### config.mk
export PLATFORM = sky130hd
export DESIGN_NAME = sbc_top
export DESIGN_NICKNAME = d
export VERILOG_FILES = /design/src/design/sbc_pkg.sv /design/src/design/sbc_calc_if.sv /design/src/design/sbc_calc.sv /design/src/design/sbc_top.sv
export SDC_FILE = /design/constraint.sdc
export NUM_CORES = 2
export LEC_CHECK = 0
export BUFFER_PORTS_ARGS = -buffer_cell sky130_fd_sc_hd__buf_2
export CAP_MARGIN = 5
export CORE_AREA = 2 2 290 206
export DETAILED_ROUTE_END_ITERATION = 8
export DIE_AREA = 0 0 292 208
export GPL_ROUTABILITY_DRIVEN = 0
export PLACE_DENSITY = 0.72
export SYNTH_ARGS = -nofsm -noshare
export SYNTH_HDL_FRONTEND = slang
export SYNTH_SLANG_ARGS = --single-unit
### constraint.sdc
create_clock -name clk -period 36.1 [get_ports clk]
set_clock_uncertainty 0.1 [all_clocks]
set_input_delay 0 -clock clk [delete_from_list [all_inputs] [get_ports clk]]
set_output_delay 0 -clock clk [all_outputs]
set_load 0.05 [all_outputs]
### src/design/sbc_pkg.sv
// Package for the shunt/bus conversion sequencer: register map, config
// fields, reset values, mode codes and timing counts.
// Assumes a single 40 MHz clock domain.
`default_nettype none
package sbc_pkg;
  // Register indices; byte address is four times the index
  localparam logic [3:0] IDX_CONFIG  = 4'h0;
  localparam logic [3:0] IDX_SHUNT   = 4'h1;
  localparam logic [3:0] IDX_BUS     = 4'h2;
  localparam logic [3:0] IDX_POWER   = 4'h3;
  localparam logic [3:0] IDX_CURRENT = 4'h4;
  localparam logic [3:0] IDX_CAL     = 4'h5;
  localparam logic [3:0] IDX_STATUS  = 4'h6;

  // Configuration field positions
  localparam int CFG_MODE_LSB  = 0;
  localparam int CFG_SAVG_LSB  = 3;
  localparam int CFG_BAVG_LSB  = 7;
  localparam int CFG_GAIN_LSB  = 11;
  localparam int CFG_BUS_RANGE_SELECT_BIT  = 13;
  localparam int CFG_WIDTH     = 14;
  localparam int BUS_READY_BIT = 1;
  localparam int BUS_DATA_LSB  = 3;

  // 12-bit, gain /8, 32 V range, continuous shunt and bus
  localparam logic [13:0] CFG_RESET = 14'h399f;

  typedef enum logic [2:0] {
    SBC_MODE_PDOWN    = 3'b000,
    SBC_MODE_TRIG_SH  = 3'b001,
    SBC_MODE_TRIG_BUS = 3'b010,
    SBC_MODE_TRIG_ALL = 3'b011,
    SBC_MODE_OFF      = 3'b100,
    SBC_MODE_CONT_SH  = 3'b101,
    SBC_MODE_CONT_BUS = 3'b110,
    SBC_MODE_CONT_ALL = 3'b111
  } sbc_mode_t;

  typedef enum logic [1:0] {
    SBC_ST_IDLE  = 2'b00,
    SBC_ST_SHUNT = 2'b01,
    SBC_ST_BUS   = 2'b10,
    SBC_ST_CALC  = 2'b11
  } sbc_state_t;

  // Full-scale ranges
  localparam logic [8:0] SHUNT_FS_BASE_MV = 9'd40;
  localparam logic [5:0] BUS_FS_LOW_V     = 6'd16;
  localparam logic [5:0] BUS_FS_HIGH_V    = 6'd32;

  // Arithmetic scaling
  localparam int CUR_DIVISOR = 4096;
  localparam int PWR_DIVISOR = 5000;

  // Timing
  localparam int CLK_PERIOD_NS = 25;
  localparam int RECOVERY_NS   = 40000;
  localparam int RECOVERY_CYC  = (RECOVERY_NS + CLK_PERIOD_NS - 1) / CLK_PERIOD_NS;
endpackage
`default_nettype wire

### src/design/sbc_calc_if.sv
// Interface between the sequencer and its current/power arithmetic unit.
// Assumes both ends run on the same clock.
`default_nettype none
interface sbc_calc_if;
  logic               start;
  logic signed [15:0] shunt;
  logic        [12:0] bus;
  logic        [15:0] cal;
  logic signed [15:0] current;
  logic        [15:0] power;
  logic               done;

  modport seq  (output start, output shunt, output bus, output cal,
                input current, input power, input done);
  modport calc (input start, input shunt, input bus, input cal,
                output current, output power, output done);
endinterface
`default_nettype wire

### src/design/sbc_calc.sv
// Current and power arithmetic unit, two registered stages.
// Assumes start is a one-cycle pulse with operands stable that cycle.
`default_nettype none
module sbc_calc
  import sbc_pkg::*;
(
  // Clock and reset
  input  wire logic clk,
  input  wire logic rst,
  // Operands and results
  sbc_calc_if.calc  cif
);
  logic signed [32:0] cur_prod;
  logic signed [32:0] cur_quot;
  logic        [28:0] pwr_prod;
  logic        [15:0] cur_mag;
  logic               stage1_q;

  assign cur_prod = cif.shunt * $signed({1'b0, cif.cal});
  assign cur_quot = cur_prod / CUR_DIVISOR;
  assign cur_mag  = cif.current[15] ? 16'(-cif.current) : 16'(cif.current);
  assign pwr_prod = cur_mag * cif.bus;

  always_ff @(posedge clk or posedge rst)
  begin
    if (rst)
    begin
      cif.current <= 16'sh0000;
      stage1_q    <= 1'b0;
    end
    else
    begin
      stage1_q <= cif.start;
      if (cif.start)
        cif.current <= cur_quot[15:0];
    end
  end

  // Power uses the magnitude of the current: the result is unsigned
  always_ff @(posedge clk or posedge rst)
  begin
    if (rst)
    begin
      cif.power <= 16'h0000;
      cif.done  <= 1'b0;
    end
    else
    begin
      cif.done <= stage1_q;
      if (stage1_q)
        cif.power <= 16'(pwr_prod / PWR_DIVISOR);
    end
  end
endmodule
`default_nettype wire

### src/design/sbc_top.sv
// Shunt/bus conversion sequencer with an AHB-Lite register slave.
// Assumes an external converter answering adc_req with an adc_done pulse.
// What this block does
// - Mode 111 repeats shunt then bus conversion without host action.
// - Each cycle takes the shunt sample count, then the bus sample count.
// - Modes convert shunt only or bus only, continuous or triggered.
// - Current and power are computed after conversions; the sequencer waits in SBC_ST_CALC until done.
// - Leaving power-down, wait the 40 us recovery before converting.
// - Converter-off mode halts all conversions until another mode is written.
// - Every write of a triggered mode starts one single-shot conversion.
// - Result registers always readable, holding the last completed values.
// - Ready flag sets only after conversions, averaging and arithmetic finish.
// - Config writes clear the ready flag, except power-down or off modes.
// - Reading the status register clears the ready flag.
// - A convert pin single-shot start clears the ready flag.
// - Shunt gain widens base range by 2, 4 or 8, up to 320 mV.
// - Bus range selects 16 V or 32 V full scale.
// - Divide-by-two gain gives an 80 mV shunt full scale.
// - Shunt and bus resolution and averaging are separate fields.
// - Bus range select is bit 13 of the config register at 00h.
// - Reset gives 12-bit, 320 mV, 32 V range, continuous both.
// - Current equals shunt times calibration divided by 4096.
// - Power equals current magnitude times bus voltage divided by 5000.
`default_nettype none
module sbc_top
  import sbc_pkg::*;
#(
  parameter int DATA_W = 16,
  parameter int BUS_W  = 13
)
(
  // Clock and reset
  input  wire logic              clk,
  input  wire logic              rst,
  // AHB-Lite slave
  input  wire logic              hsel,
  input  wire logic [31:0]       haddr,
  input  wire logic [1:0]        htrans,
  input  wire logic              hwrite,
  input  wire logic [2:0]        hsize,
  input  wire logic [31:0]       hwdata,
  input  wire logic              hready,
  output logic                   hreadyout,
  output logic                   hresp,
  output logic      [31:0]       hrdata,
  // Convert pin, synchronous to clk
  input  wire logic              convert_pin,
  // Converter front end
  output logic                   adc_req,
  output logic                   adc_chan_bus,
  output logic      [1:0]        adc_res,
  input  wire logic              adc_done,
  input  wire logic [DATA_W-1:0] adc_data,
  // Range controls
  output logic      [1:0]        shunt_gain,
  output logic      [8:0]        shunt_fs_mv,
  output logic                   bus_range_select,
  output logic      [5:0]        bus_fs_v,
  output logic                   powered_down
);
  sbc_calc_if cif ();

  sbc_calc u_calc (
    .clk (clk),
    .rst (rst),
    .cif (cif)
  );

  logic        [CFG_WIDTH-1:0] cfg_q;
  logic signed [DATA_W-1:0]    shunt_q;
  logic        [BUS_W-1:0]     bus_q;
  logic        [15:0]          cal_q;
  logic                        conversion_ready_flag_q;
  logic                        trig_pend_q;
  logic                        pin_q;
  logic        [10:0]          wake_cnt_q;
  sbc_state_t                  state_q;
  logic        [6:0]           samp_cnt_q;
  logic signed [DATA_W+6:0]    acc_q;
  logic                        calc_start_q;
  logic                        wr_pend_q;
  logic        [3:0]           wr_idx_q;
  logic        [31:0]          hrdata_q;

  // Bus decode
  logic             addr_take;
  logic [3:0]       addr_idx;
  logic             cfg_wr;
  logic             status_rd;
  logic [2:0]       new_mode;
  sbc_mode_t        mode;
  logic             mode_cont;
  logic             new_trig;
  logic             pin_rise;
  logic             pin_trig;
  logic             seq_go;
  logic [3:0]       savg_field;
  logic [3:0]       bavg_field;
  logic [2:0]       avg_log2;
  logic [6:0]       avg_last;
  logic signed [DATA_W+6:0] acc_sum;
  logic [DATA_W-1:0] avg_val;

  function automatic logic [2:0] avg_shift(input logic [3:0] field);
    avg_shift = field[3] ? field[2:0] : 3'd0;
  endfunction

  assign mode       = sbc_mode_t'(cfg_q[CFG_MODE_LSB +: 3]);
  assign mode_cont  = mode[2];
  assign savg_field = cfg_q[CFG_SAVG_LSB +: 4];
  assign bavg_field = cfg_q[CFG_BAVG_LSB +: 4];

  assign addr_take = hsel && htrans[1] && hready;
  assign addr_idx  = haddr[5:2];
  assign cfg_wr    = wr_pend_q && (wr_idx_q == IDX_CONFIG);
  assign new_mode  = hwdata[CFG_MODE_LSB +: 3];
  assign status_rd = addr_take && !hwrite && (addr_idx == IDX_STATUS) && (haddr[31:6] == 26'h0);
  // Triggered codes have bit 2 clear and are neither power-down nor off
  assign new_trig  = cfg_wr && !new_mode[2] && (new_mode != 3'b000);
  assign pin_rise  = convert_pin && !pin_q;
  assign pin_trig  = pin_rise && !mode_cont && (mode != SBC_MODE_PDOWN);

  assign hreadyout = 1'b1;
  assign hresp     = 1'b0;
  assign hrdata    = hrdata_q;

  // Address phase capture; every transfer completes with zero wait states
  always_ff @(posedge clk or posedge rst)
  begin
    if (rst)
    begin
      wr_pend_q <= 1'b0;
      wr_idx_q  <= 4'h0;
    end
    else
    begin
      wr_pend_q <= addr_take && hwrite && (haddr[31:6] == 26'h0);
      wr_idx_q  <= addr_idx;
    end
  end

  // Read data is fetched at the address phase so it stands from a flop
  always_ff @(posedge clk or posedge rst)
  begin
    if (rst)
      hrdata_q <= 32'h0000_0000;
    else if (addr_take && !hwrite)
    begin
      hrdata_q <= 32'h0000_0000;
      if (haddr[31:6] != 26'h0)
        hrdata_q <= 32'h0000_0000;
      else if (addr_idx == IDX_CONFIG)
        hrdata_q <= 32'(cfg_q);
      else if (addr_idx == IDX_SHUNT)
        hrdata_q <= 32'({16'h0000, shunt_q});
      else if (addr_idx == IDX_BUS)
        hrdata_q <= 32'({bus_q, 1'b0, conversion_ready_flag_q, 1'b0});
      else if (addr_idx == IDX_POWER)
        hrdata_q <= 32'(cif.power);
      else if (addr_idx == IDX_CURRENT)
        hrdata_q <= 32'({16'h0000, cif.current});
      else if (addr_idx == IDX_CAL)
        hrdata_q <= 32'(cal_q);
      else if (addr_idx == IDX_STATUS)
        hrdata_q <= 32'(conversion_ready_flag_q);
    end
  end

  // Writable registers
  always_ff @(posedge clk or posedge rst)
  begin
    if (rst)
    begin
      cfg_q <= CFG_RESET;
      cal_q <= 16'h0000;
    end
    else if (wr_pend_q)
    begin
      if (wr_idx_q == IDX_CONFIG)
        cfg_q <= hwdata[CFG_WIDTH-1:0];
      else if (wr_idx_q == IDX_CAL)
        cal_q <= hwdata[15:0];
    end
  end

  // Set wins over any clear arriving in the same cycle
  always_ff @(posedge clk or posedge rst)
  begin
    if (rst)
      conversion_ready_flag_q <= 1'b0;
    else if (cif.done)
      conversion_ready_flag_q <= 1'b1;
    else if (cfg_wr && (new_mode != 3'b000) && (new_mode != 3'b100))
      conversion_ready_flag_q <= 1'b0;
    else if (status_rd)
      conversion_ready_flag_q <= 1'b0;
    else if (pin_trig)
      conversion_ready_flag_q <= 1'b0;
  end

  // Single-shot request, held until the sequencer picks it up
  always_ff @(posedge clk or posedge rst)
  begin
    if (rst)
    begin
      trig_pend_q <= 1'b0;
      pin_q       <= 1'b0;
    end
    else
    begin
      pin_q <= convert_pin;
      if (new_trig || pin_trig)
        trig_pend_q <= 1'b1;
      else if (cfg_wr || (seq_go && state_q == SBC_ST_IDLE))
        trig_pend_q <= 1'b0;
    end
  end

  // Recovery timer reloads while powered down, counts down after leaving
  always_ff @(posedge clk or posedge rst)
  begin
    if (rst)
      wake_cnt_q <= 11'd0;
    else if (mode == SBC_MODE_PDOWN)
      wake_cnt_q <= 11'(RECOVERY_CYC);
    else if (wake_cnt_q != 11'd0)
      wake_cnt_q <= wake_cnt_q - 11'd1;
  end

  assign seq_go = (wake_cnt_q == 11'd0) && (mode != SBC_MODE_PDOWN)
                  && (mode != SBC_MODE_OFF)
                  && (mode_cont || trig_pend_q);

  assign avg_log2 = (state_q == SBC_ST_BUS) ? avg_shift(bavg_field) : avg_shift(savg_field);
  assign avg_last = 7'((8'd1 << avg_log2) - 8'd1);
  assign acc_sum  = acc_q + ((state_q == SBC_ST_BUS)
                    ? $signed({{(DATA_W-BUS_W+7){1'b0}}, adc_data[BUS_W-1:0]})
                    : $signed({{7{adc_data[DATA_W-1]}}, adc_data}));
  assign avg_val  = DATA_W'(acc_sum >>> avg_log2);

  // Conversion sequencer; a config write aborts a cycle in progress
  always_ff @(posedge clk or posedge rst)
  begin
    if (rst)
    begin
      state_q      <= SBC_ST_IDLE;
      samp_cnt_q   <= 7'd0;
      acc_q        <= '0;
      calc_start_q <= 1'b0;
      shunt_q      <= '0;
      bus_q        <= '0;
    end
    else
    begin
      calc_start_q <= 1'b0;
      if (cfg_wr)
      begin
        state_q    <= SBC_ST_IDLE;
        samp_cnt_q <= 7'd0;
        acc_q      <= '0;
      end
      else
      begin
        case (state_q)
          SBC_ST_IDLE:
          begin
            if (seq_go)
              state_q <= mode[0] ? SBC_ST_SHUNT : SBC_ST_BUS;
          end
          SBC_ST_SHUNT:
          begin
            if (adc_done)
            begin
              if (samp_cnt_q == avg_last)
              begin
                shunt_q    <= avg_val;
                samp_cnt_q <= 7'd0;
                acc_q      <= '0;
                if (mode[1])
                  state_q <= SBC_ST_BUS;
                else
                begin
                  state_q      <= SBC_ST_CALC;
                  calc_start_q <= 1'b1;
                end
              end
              else
              begin
                acc_q      <= acc_sum;
                samp_cnt_q <= samp_cnt_q + 7'd1;
              end
            end
          end
          SBC_ST_BUS:
          begin
            if (adc_done)
            begin
              if (samp_cnt_q == avg_last)
              begin
                bus_q        <= avg_val[BUS_W-1:0];
                samp_cnt_q   <= 7'd0;
                acc_q        <= '0;
                state_q      <= SBC_ST_CALC;
                calc_start_q <= 1'b1;
              end
              else
              begin
                acc_q      <= acc_sum;
                samp_cnt_q <= samp_cnt_q + 7'd1;
              end
            end
          end
          SBC_ST_CALC:
          begin
            if (cif.done)
            begin
              if (mode_cont && seq_go)
                state_q <= mode[0] ? SBC_ST_SHUNT : SBC_ST_BUS;
              else
                state_q <= SBC_ST_IDLE;
            end
          end
          default:
            state_q <= SBC_ST_IDLE;
        endcase
      end
    end
  end

  assign cif.start = calc_start_q;
  assign cif.shunt = shunt_q;
  assign cif.bus   = bus_q;
  assign cif.cal   = cal_q;

  assign adc_req      = (state_q == SBC_ST_SHUNT) || (state_q == SBC_ST_BUS);
  assign adc_chan_bus = (state_q == SBC_ST_BUS);

  // Range and power controls registered for the analog side
  always_ff @(posedge clk or posedge rst)
  begin
    if (rst)
    begin
      adc_res          <= 2'b11;
      shunt_gain       <= 2'b11;
      shunt_fs_mv      <= 9'd320;
      bus_range_select <= 1'b1;
      bus_fs_v         <= BUS_FS_HIGH_V;
      powered_down     <= 1'b0;
    end
    else
    begin
      adc_res     <= (state_q == SBC_ST_BUS)
                     ? (bavg_field[3] ? 2'b11 : bavg_field[1:0])
                     : (savg_field[3] ? 2'b11 : savg_field[1:0]);
      shunt_gain  <= cfg_q[CFG_GAIN_LSB +: 2];
      shunt_fs_mv <= SHUNT_FS_BASE_MV << cfg_q[CFG_GAIN_LSB +: 2];
      bus_range_select <= cfg_q[CFG_BUS_RANGE_SELECT_BIT];
      bus_fs_v    <= cfg_q[CFG_BUS_RANGE_SELECT_BIT] ? BUS_FS_HIGH_V : BUS_FS_LOW_V;
      powered_down <= (mode == SBC_MODE_PDOWN);
    end
  end
endmodule
`default_nettype wire

==> summary.txt <==
Status
  • Status: complete, no violations

Synth
  • Post-synth top area share: ~22%
  • Yosys reg bits: 173
  • Yosys cell types: between 100 and 150
  • Yosys top cell by area: fa_1
  • EDFF count, synth: 0
  • Asr flop ratio synth: 100%
  • Yosys warnings: 0
  • Sequential-to-total area share from yosys stat: about 14%
  • Synth Instances: approximately 3800
  • Ys flop type: dfrtp_1
  • Synth top area cells: fa_1, dfrtp_1, ha_1
  • Syn Area/Cell: 8.37 um^2
  • Mapped cell area: roughly 0.032 mm^2

Die
  • Die X: a little under 300 um
  • Starting density of the core: a little over half
  • Area of the core: approximately 0.058 mm^2
  • Die height: between 200 and 250 um
  • Num rows: 74
  • Die area: 0.0607 mm^2
  • Ports: ~150

Power and ir drop
  • Leakage: 16.5 nW
  • Worst VDD drop: ~34 uV
  • Pwr Total: around 630 uW
  • Power per cell area: between 15 and 20 mW/mm^2

Clocking
  • Clock sinks: 173
  • H-Tree Depth: 4
  • CTS clk-pin slew, worst paths: ~0.080 ns
  • TritonCTS clock tree: done
  • CTS buffer count: 17
  • Post-CTS Setup Bufs: 0
  • Worst skew pair latency: between 0.4 and 0.5 ns
  • CTS max path bufs: 2
  • CTS Root Cell: clkbuf_16

Cells and area
  • Final instance area: around 0.033 mm^2
  • Nets@finish: about 4500
  • Ant. Diodes: 0
  • Share of cells above drive strength 1: 9.22%
  • Area growth, synth to finish: 5.91%

Drt
  • Final WL: just over 80000 um
  • Post-route antenna net violation count: 0
  • Wire length per cell: 18.1 um
  • Vias/cell: 5.91
  • Total number of vias: 26900
  • Number of detailed-route iterations in the first pass: 7
  • Initial drt markers: 2389
  • DRC violations left: 0

STA
  • Hold Fails Final Rpt: 0
  • Setup-failing EPs final: 0
  • Setup tns final: 0 ns
  • RSZ-0062 raised after global routing: no
  • Final Max Tran Viols: 0
  • Crit path time final: approximately 24 ns
  • Period utilisation layout: roughly 68%
  • Worst-Margin Slew: approximately 1.2 ns
  • FMAX: around 0.04 GHz
  • Slew HR: between 20% and 30%
  • WHS: 0.0399 ns
  • Post-route setup slack: 11.65 ns

GRT
  • Vias in the first global route: approximately 26000
  • First-pass GRT wire length: 136000 um
  • Grt total ovfl: 0
  • Largest net degree at the start of global routing: around 110
  • Gr usage total: 27.4%
  • Initial antenna violation count: 2

Job
  • Max-cap violations: 0

Setup path
  • CP top delay family: compound AO/OA/AOI/OAI gates
  • Kind of start point of the critical path: flop
  • WP data required: 36.38 ns
  • Kind of critical path: reg -> reg
  • CP Buf/Inv Count: 3
  • Crit-path slowest cell: nor3_1
  • Type of destination of the critical path: flop
  • CP peak stage delay: 0.97 ns
  • FF-to-FF setup slack: ~12 ns
  • Most frequent CP cell: fa_1
  • Worst-path fanout max: 15
  • Worst Path Arrival: between 20 and 25 ns

Placement
  • Pre-CTS setup slack: about 12 ns
  • PortBufs: approximately 100
  • DP HPWL: approximately 64000 um
  • DP Area: around 0.033 mm^2

Min path
  • Hold crit path type: in -> reg
## stage by stage
stage / std cells / util [%]
after floorplan: 3793 / -
after global placement: 4495 / 56.2
after detailed placement: 4495 / 56.2
after CTS: 4557 / 57.8
after global routing: 4557 / 57.8
final: 4557 / 57.8
## placed cells by master (no fill, tap or decap), types with 18 or more instances in the layout
| cell type | count |
|---|---|
| dlygate4sd3_1 | 30 |
| ha_1 | 228 |
| o21ai_1 | 34 |
| o211ai_1 | 29 |
| inv_1 | 505 |
| a22oi_1 | 20 |
| o21bai_1 | 37 |
| mux2i_1 | 40 |
| a21oi_1 | 168 |
| nand3_1 | 64 |
| a31oi_1 | 38 |
| a211oi_1 | 23 |
| mux2_2 | 63 |
| or3_1 | 25 |
| fa_1 | 349 |
| nand2_1 | 497 |
| buf_2 | 101 |
| and3_1 | 25 |
| nor2_1 | 177 |
| and2_1 | 232 |
| nand2b_1 | 34 |
| xor2_1 | 50 |
| nor4_1 | 21 |
| o21ai_0 | 121 |
| a21o_1 | 36 |
| nor3_1 | 68 |
| conb_1 | 25 |
| o21a_1 | 18 |
| a22o_1 | 28 |
| dfrtp_1 | 157 |
| xnor2_1 | 137 |
| buf_4 | 33 |
## synth_stat cells, types with 28 or more instances
cell      number
nor2_1       177
nand3_1       64
buf_4         28
ha_1         228
nor3_1        69
xor2_1        50
fa_1         349
a22o_1        28
o21ai_1       34
xnor2_1      137
dfrtp_1      157
nand2b_1      34
mux2i_1       40
o21ai_0      123
inv_1        506
clkbuf_1     137
a31oi_1       38
mux2_2        63
o21bai_1      37
nand2_1      497
a21oi_1      169
a21o_1        36
and2_1       232
o211ai_1      29
## path summary, 6_finish.rpt
path                                              startpoint                             endpoint  cells past startpoint
max                        u_calc.cif.current[0]$_DFFE_PP0P_      u_calc.cif.power[0]$_DFFE_PP0P_                     70
min                                              adc_data[1]                 acc_q[1]$_DFFE_PP0P_                      4
max reg2reg                u_calc.cif.current[0]$_DFFE_PP0P_      u_calc.cif.power[0]$_DFFE_PP0P_                     70
min reg2reg                            cfg_q[13]$_DFFE_PP1P_                bus_fs_v[5]$_DFF_PP1_                      0
max in group asynchronous                                rst  conversion_ready_flag_q$_DFFE_PP0P_                      4
min in group asynchronous                                rst                acc_q[20]$_DFFE_PP0P_                      3
## state kept, by name, indices dropped and copies added (netlist names), 2 cells and up
register and count:
acc_q 23, cal_q 16, cif.shunt 16, hrdata 16, u_calc.cif.current 16, u_calc.cif.power 16
cfg_q 14, bus_q 13, wake_cnt_q 11, samp_cnt_q 7, shunt_fs_mv 6, wr_idx_q 4
adc_res 2, bus_fs_v 2, state_q 2
## tightest hold or removal path: stages
cell and delay, ns:
buf_2 0.11, inv_1 0.07, fa_1 0.27, o21ai_0 0.12
## metal layers
layer  vias up  global-route usage [%]  wire length (um)
li1      12600                       -                 -
met1     13200                    41.6             38700
met2      1054                    39.5             34600
met3       125                    6.33              7620
met4         2                    5.92              1650
met5         -                       0                10
## cell families (layout without fill, tap and decap cells)
| family | after synthesis | after routing | synth area share [%] |
|---|---|---|---|
| adders and majority gates | 585 | 585 | 31.4 |
| buffers and inverters | 699 | 703 | 8.80 |
| muxes | 107 | 107 | 3.73 |
| DFF | 173 | 173 | 13.8 |
| other | 2 | 25 | 0.0238 |
| AOI/OAI and AO/OA | 772 | 772 | 17.7 |
| and+or+nand+nor | 1238 | 1238 | 19.0 |
| xor gates and xnor gates | 194 | 194 | 5.58 |
## repair_timing
action / CTS / global route
resized for setup: 0 / 0
endpoints found under the hold margin: 149 / 0
hold buffers: 30 / 0
## report_power, final
| group | switching [mW] | internal, mW | total [mW] | leakage, nW |
|---|---|---|---|---|
| clock network | 0.0894 | 0.107 | 0.196 | 0.298 |
| registers | 0.0124 | 0.209 | 0.222 | 2.27 |
| logic | 0.125 | 0.0848 | 0.210 | 13.9 |
| total | 0.227 | 0.401 | 0.628 | 16.5 |
## final cells by class
class                   instances  area, um^2
repair buffers                164        1050
clock buffers                  18         439
inverters                     507        1910
well taps                     760         951
clock inverters                14         176
flip-flops and latches        173        4350
fillers                      5132       24400
multi-input cells            2921       24600
No activity file was read; power rests on OpenSTA's default activity.
